### config.mk
export PLATFORM = sky130hd
export DESIGN_NAME = shared_memory_pin_control
export DESIGN_NICKNAME = d
export VERILOG_FILES = /design/src/rtl/mem_pin_pkg.sv /design/src/rtl/pin_sync.sv /design/src/rtl/shared_memory_pin_control.sv
export SDC_FILE = /design/constraint.sdc
export NUM_CORES = 1
export LEC_CHECK = 0
export ABC_AREA = 1
export BUFFER_PORTS_ARGS = -buffer_cell sky130_fd_sc_hd__clkbuf_2
export CAP_MARGIN = 20
export CORE_AREA = 2 2 124 126
export CTS_BUF_LIST = sky130_fd_sc_hd__clkbuf_4
export CTS_CLUSTER_DIAMETER = 60
export CTS_CLUSTER_SIZE = 24
export DETAILED_ROUTE_END_ITERATION = 10
export DIE_AREA = 0 0 126 128
export GPL_ROUTABILITY_DRIVEN = 0
export PLACE_DENSITY = 0.81
export REMOVE_ABC_BUFFERS = 1
export SYNTH_ARGS = -nofsm -noshare
export SYNTH_HDL_FRONTEND = slang
export SYNTH_SLANG_ARGS = --single-unit
### constraint.sdc
create_clock -name clk -period 2.2 [get_ports clk]
set_clock_uncertainty 0.2 [all_clocks]
set_input_delay 0.22 -clock clk [delete_from_list [all_inputs] [get_ports clk]]
set_output_delay 0.22 -clock clk [all_outputs]
set_load 0.05 [all_outputs]
### src/rtl/mem_pin_pkg.sv
// Package for the shared memory pin control block
package mem_pin_pkg;
  localparam int ADDR_W = 20;
  localparam int DATA_W = 32;
  localparam int SD_HI_MSB = 19;
  localparam int SD_HI_LSB = 16;
  localparam int SD_LO_MSB = 14;
  localparam int SD_LO_LSB = 5;
  localparam int STYLE_BIT = 19;
  localparam logic STYLE_SWITCH = 1'b1;
  localparam logic [1:0] WIDTH_32 = 2'h0;
  localparam logic [1:0] WIDTH_16 = 2'h1;
  localparam logic [1:0] WIDTH_8 = 2'h2;
  localparam logic [ADDR_W-1:0] STRAP_RESET = 20'hfffff;
  localparam logic ISOLATE_RESET = 1'b1;

  // Owner of the shared pins in the current cycle
  typedef enum logic [2:0] {
    OWN_IDLE = 3'b001,
    OWN_SDRAM = 3'b010,
    OWN_EXT = 3'b100
  } owner_t;

  // Request from the SDRAM controller
  typedef struct packed {
    logic valid;
    logic write;
    logic [13:0] row_col;
    logic row_bit_ten;
    logic [DATA_W-1:0] wdata;
  } sdram_req_t;

  // Request from the external bus controller
  typedef struct packed {
    logic valid;
    logic write;
    logic [1:0] width;
    logic [ADDR_W+1:0] byte_addr;
    logic [DATA_W-1:0] wdata;
  } ext_req_t;

  // Shared pin drive set; enables active low
  typedef struct packed {
    logic [ADDR_W-1:0] addr_out;
    logic [ADDR_W-1:0] addr_oe_n;
    logic row_ten_out;
    logic row_ten_oe_n;
    logic [DATA_W-1:0] data_out;
    logic [DATA_W-1:0] data_oe_n;
  } pin_drive_t;
endpackage

### src/rtl/pin_sync.sv
// Two flip-flop synchroniser for pin inputs
module pin_sync #(
  parameter int W = 1
) (
  input wire logic clk,
  input wire logic [W-1:0] d,
  output logic [W-1:0] q
);
  logic [W-1:0] meta;

  // First stage read only by second; no reset, so pin levels keep
  // flowing through while reset is held
  always_ff @(posedge clk) begin
    meta <= d;
    q <= meta;
  end
endmodule

### src/rtl/shared_memory_pin_control.sv
// Shared memory pin control: straps, SDRAM and external bus pin muxing
module shared_memory_pin_control (
  input wire logic clk,
  input wire logic rst_n,
  input wire logic [mem_pin_pkg::ADDR_W-1:0] addr_in,
  input wire logic row_ten_in,
  input wire logic [mem_pin_pkg::DATA_W-1:0] data_in,
  input wire mem_pin_pkg::sdram_req_t sdram_req,
  input wire mem_pin_pkg::ext_req_t ext_req,
  output mem_pin_pkg::pin_drive_t pins,
  output logic bus_isolation_control,
  output logic [mem_pin_pkg::ADDR_W-1:0] boot_straps,
  output logic row_ten_strap,
  output logic switch_style,
  output logic [mem_pin_pkg::DATA_W-1:0] read_data,
  output logic sdram_grant,
  output logic ext_grant
);
  import mem_pin_pkg::*;

  // ----------------------------------------------------------------
  // Pin input synchronisers
  // ----------------------------------------------------------------
  logic [ADDR_W-1:0] addr_sync;
  logic row_ten_sync;
  logic [DATA_W-1:0] data_sync;

  // The synchroniser keeps sampling while reset is held, so the strap
  // levels on the pins are already settled when reset is released
  pin_sync #(.W(ADDR_W + 1 + DATA_W)) u_sync (
    .clk(clk),
    .d({addr_in, row_ten_in, data_in}),
    .q({addr_sync, row_ten_sync, data_sync})
  );

  // ----------------------------------------------------------------
  // Strap capture and output release
  // ----------------------------------------------------------------
  logic released;
  logic [ADDR_W-1:0] straps;
  logic row_strap;

  // strap capture on the first edge after reset release
  // The first edge after release still sees the reset-time pin levels
  always_ff @(posedge clk) begin
    if (!rst_n) begin
      released <= 1'b0;
      straps <= STRAP_RESET;
      row_strap <= 1'b1;
    end else if (!released) begin
      released <= 1'b1;
      straps <= addr_sync;
      row_strap <= row_ten_sync;
    end
  end

  assign boot_straps = straps;
  assign row_ten_strap = row_strap;
  // isolation style chosen by strap bit
  assign switch_style = straps[STYLE_BIT] == STYLE_SWITCH;

  // switch style also connects the bus for SDRAM writes
  // Buffer style keeps the bus separated through every SDRAM cycle
  logic switch_write;
  assign switch_write = switch_style && sdram_req.write;

  // ----------------------------------------------------------------
  // Ownership: SDRAM wins over the external bus
  // ----------------------------------------------------------------
  owner_t owner;
  owner_t next_owner;

  assign next_owner = !released ? OWN_IDLE :
                      sdram_req.valid ? OWN_SDRAM :
                      ext_req.valid ? OWN_EXT : OWN_IDLE;
  assign sdram_grant = released && sdram_req.valid;
  assign ext_grant = released && !sdram_req.valid && ext_req.valid;

  // ----------------------------------------------------------------
  // Address formation
  // ----------------------------------------------------------------
  wire [ADDR_W-1:0] sdram_addr;
  wire [ADDR_W-1:0] ext_addr;
  wire [ADDR_W+1:0] ba = ext_req.byte_addr;

  // SDRAM address split around bit 15
  assign sdram_addr = {sdram_req.row_col[13:10], 1'b0,
                       sdram_req.row_col[9:0], 5'h00};
  // word, half or byte address by bus width
  assign ext_addr = (ext_req.width == WIDTH_32) ? ba[ADDR_W+1:2] :
                    (ext_req.width == WIDTH_16) ? ba[ADDR_W:1] :
                    ba[ADDR_W-1:0];

  // ----------------------------------------------------------------
  // Registered pin drive
  // ----------------------------------------------------------------
  pin_drive_t next_pins;
  logic next_iso;
  logic ext_wr;

  assign ext_wr = ext_req.write;

  always_comb begin
    next_pins = '{addr_out: '0, addr_oe_n: '0, row_ten_out: 1'b0,
                  row_ten_oe_n: 1'b0, data_out: '0, data_oe_n: '1};
    next_iso = ISOLATE_RESET;
    unique case (next_owner)
      OWN_SDRAM: begin
        next_pins.addr_out = sdram_addr;
        next_pins.row_ten_out = sdram_req.row_bit_ten;
        next_pins.data_out = sdram_req.wdata;
        next_pins.data_oe_n = {DATA_W{!sdram_req.write}};
        // analog switches pass the write through to the bus
        next_iso = !switch_write;
      end
      OWN_EXT: begin
        next_pins.addr_out = ext_addr;
        next_pins.data_out = ext_req.wdata;
        next_pins.data_oe_n = {DATA_W{!ext_wr}};
        // connect external devices for the whole access
        next_iso = 1'b0;
      end
      OWN_IDLE: begin
        next_pins.addr_oe_n = released ? '0 : '1;
        next_pins.row_ten_oe_n = !released;
      end
    endcase
  end

  // all pins inputs, isolation high during reset
  always_ff @(posedge clk) begin
    if (!rst_n) begin
      owner <= OWN_IDLE;
      pins <= '{addr_out: '0, addr_oe_n: '1, row_ten_out: 1'b0,
                row_ten_oe_n: 1'b1, data_out: '0, data_oe_n: '1};
      bus_isolation_control <= ISOLATE_RESET;
      read_data <= '0;
    end else begin
      owner <= next_owner;
      pins <= next_pins;
      bus_isolation_control <= next_iso;
      read_data <= data_sync;
    end
  end
endmodule

==> impl_metrics.yaml <==
worst_hold_path:
  min_path_type: "input pin to flip-flop"
  holdPathEnd: "u_sync.meta[36]"
  hold_depth: 2
  min_from: "addr_in[3]"
setup_path:
  crit_fanout: 3
  cp-start-kind: "input pin"
  r2r_slack_ns: 0.11
  crit_arrival_ns: 2.44
  r2r-end: "pins[40]"
  cp-end-kind: "flip-flop"
  r2r_cells: 7
  critPathRequiredTime_ns: 2.55
  reg2reg_from: "released"
  worst-setup-path-type: "input pin to flip-flop"
routing:
  initialDrtViolationCount: 422
  wl_um: 20400
  drc_errors: 0
  wl_per_cell_um: 15.3
  num_vias: 6229
  vias_per_cell: 4.66
  drtAntennaViolNets: 0
  first_pass_iters: 5
placed_design:
  dp_slack_ns: 0.473
  dp_hpwl_um: 11300
  placed_area_um2: 7970
  port_buffers: 324
final_layout:
  layout-drive-gt1-share: 0.348
  fillers: 992
  fin_nets: 1303
  post-route-cell-area_um2: 10200
  area_growth_pct: 53.8
sta:
  setup_viol: 0
  rsz0062_at_grt: "no"
  max_slew.worst_pin.slew_ns: 0.639
  fin_worst_hold_slack_ns: 0.0492
  final.setup.worst_slack_ns: 0.105
  slew_headroom: 0.573
  timing.final.hold_violations: 0
  drv_slew: 0
  fin_crit_ns: 2.09
  layout_worst_path_cycle_share: 0.952
  fmax_mhz: 477
logic_synthesis:
  synth.distinct_cells: 21
  ys_seq_area_frac: 0.652
  yosys_warnings: 0
  synth_top_area_cell: "dfxtp_1"
  avgSynthCellArea_um2: 9.78
  synth_seq_cells: 216
  netlist.area_leader.share: 0.652
  syn-cell-area_um2: 6630
  synthTopCellsByArea: "dfxtp_1 65%, nand2_1 12%, buf_4 6.3%, nand3_1 4.2%, a21oi_2 2.6%"
  synthCells: 678
clock_network:
  clock_sinks: 216
  clk_pin_slew_worst_paths_ns: 0.23
  clk_path_buf_depth: 3
  clock-root-buffer: "clkbuf_4"
  clock_latency_ns: 0.60
  cts_max_level: 1
  cts_tree: "built"
  cts-buffers-inserted: 14
  post_cts_buffers: 0
floorplan:
  die_w_um: 126
  io_pins: 325
  dieArea_um2: 16100
  row_count: 45
  start_util: 0.446
  die_h_um: 128
  core_um2: 14900
global_route:
  grt_pass1_vias: 6316
  gr-total-overflow: 0
  antenna_found_initial: 6
  grt_max_degree: 51
  grt_pass1_wl_um: 31100
  grtUsageTotal: 0.242
status:
  status: "completed"
pwr:
  ir_drop_uv: 522
  p_leak_nw: 5.13
  powerDensity_nw_per_um2: 724
run:
  maxCapViolCount: 0
sequential cells by signal (all words and copies together), names as in the netlist:
signal                 count
row_ten_strap              1
u_sync.meta               53
boot_straps               20
pins                      55
read_data                 32
bus_isolation_control      1
released                   1
u_sync.q                  53
synth_stat cells:
cell type	count
nand2_4	1
a21oi_2	20
o221ai_1	1
nand2_2	19
buf_6	2
nand2_1	204
dfxtp_1	216
buf_4	56
buf_12	2
inv_2	1
clkinv_2	1
nand3_4	1
buf_1	3
nand3_1	55
buf_2	11
clkbuf_1	8
buf_8	2
a21oi_1	26
clkbuf_2	1
nor2_1	6
inv_1	42
cell families (layout without fill, tap and decap cells):
logic type | after synthesis | count (layout) | share of synthesized area
AO/OA/AOI/OAI | 47 | 47 | 0.0474
buffers and inverters | 129 | 596 | 0.118
flip-flops | 216 | 216 | 0.652
other | 0 | 5 | 0
AND/OR/NAND/NOR | 286 | 286 | 0.183
metal layers:
layer / vias up / part of all wire / global-route usage
met5: - / 0.00064 / 0
li1: 2955 / - / -
met2: 359 / 0.52 / 0.446
met4: 2 / 0.051 / 0.130
met1: 2815 / 0.35 / 0.256
met3: 98 / 0.077 / 0.0551
stage by stage:
stage	cells	setup TNS [ns]	utilization	power, mW
detailed placement	1113	0	0.536	5.43
global placement	1113	0	0.536	5.41
floorplan	593	-391.91	-	5.02
CTS	1329	0	0.682	7.36
finish	1338	0	0.686	7.38
global route	1338	0	0.686	7.67
timing repair:
item                                   CTS  global route
setup endpoints to repair                2            35
pin swaps                                0             0
hold buffers                           196             4
endpoints found under the hold margin  113             4
cloned                                   0             0
gates resized for setup                  4             2
critical path, cell delays in order:
cell           delay (ns)
dlygate4sd3_1        0.55
clkbuf_2             0.15
nand2_1              0.05
nand3_1              0.08
dlygate4sd3_1        0.57
nand2_1              0.06
dlygate4sd3_1        0.57
a21oi_1              0.18
area by class of cell:
cell class | count | area (um^2) | share of cell area
clock buffers | 15 | 113 | 0.0110
diodes | 5 | 12.5 | 0.00123
flip-flops and latches | 216 | 4330 | 0.424
repair buffers | 532 | 3730 | 0.365
inverters | 44 | 173 | 0.0169
clock inverters | 5 | 85.1 | 0.00834
well taps | 188 | 235 | 0.0231
multi-input cells | 333 | 1530 | 0.150
placed cells by master (no fill, tap or decap), types with 2 or more instances in the layout:
master / count
dlygate4sd3_1: 200
a21oi_2: 20
nor2_1: 6
diode_2: 5
nand2_1: 204
inv_1: 41
nand3_1: 55
clkbuf_4: 17
buf_12: 3
nand2_2: 19
dfxtp_2: 2
clkbuf_2: 322
dfxtp_1: 214
buf_4: 5
a21oi_1: 26
worst max-delay path by stage:
stage | end | from | cells after the start | slack (ns)
6_report | pins[100] | ext_req[46] | 8 | 0.11
4_1_cts | ext_grant | released | 4 | 0.02
5_1_grt | pins[40] | released | 7 | 0.004
3_3_place_gp | ext_grant | released | 4 | 0.54
2_1_floorplan | pins[0] | pins[30] | 0 | -8.79
3_5_place_dp | boot_straps[7] | released | 4 | 0.47
where the power goes:
part / internal, mW / total, mW / switching [mW]
sequential: 4.13 / 4.19 / 0.0695
clock: 0.497 / 1.70 / 1.20
combinational: 0.524 / 1.48 / 0.961
total: 5.15 / 7.38 / 2.23
No activity file was read; power rests on OpenSTA's default activity.
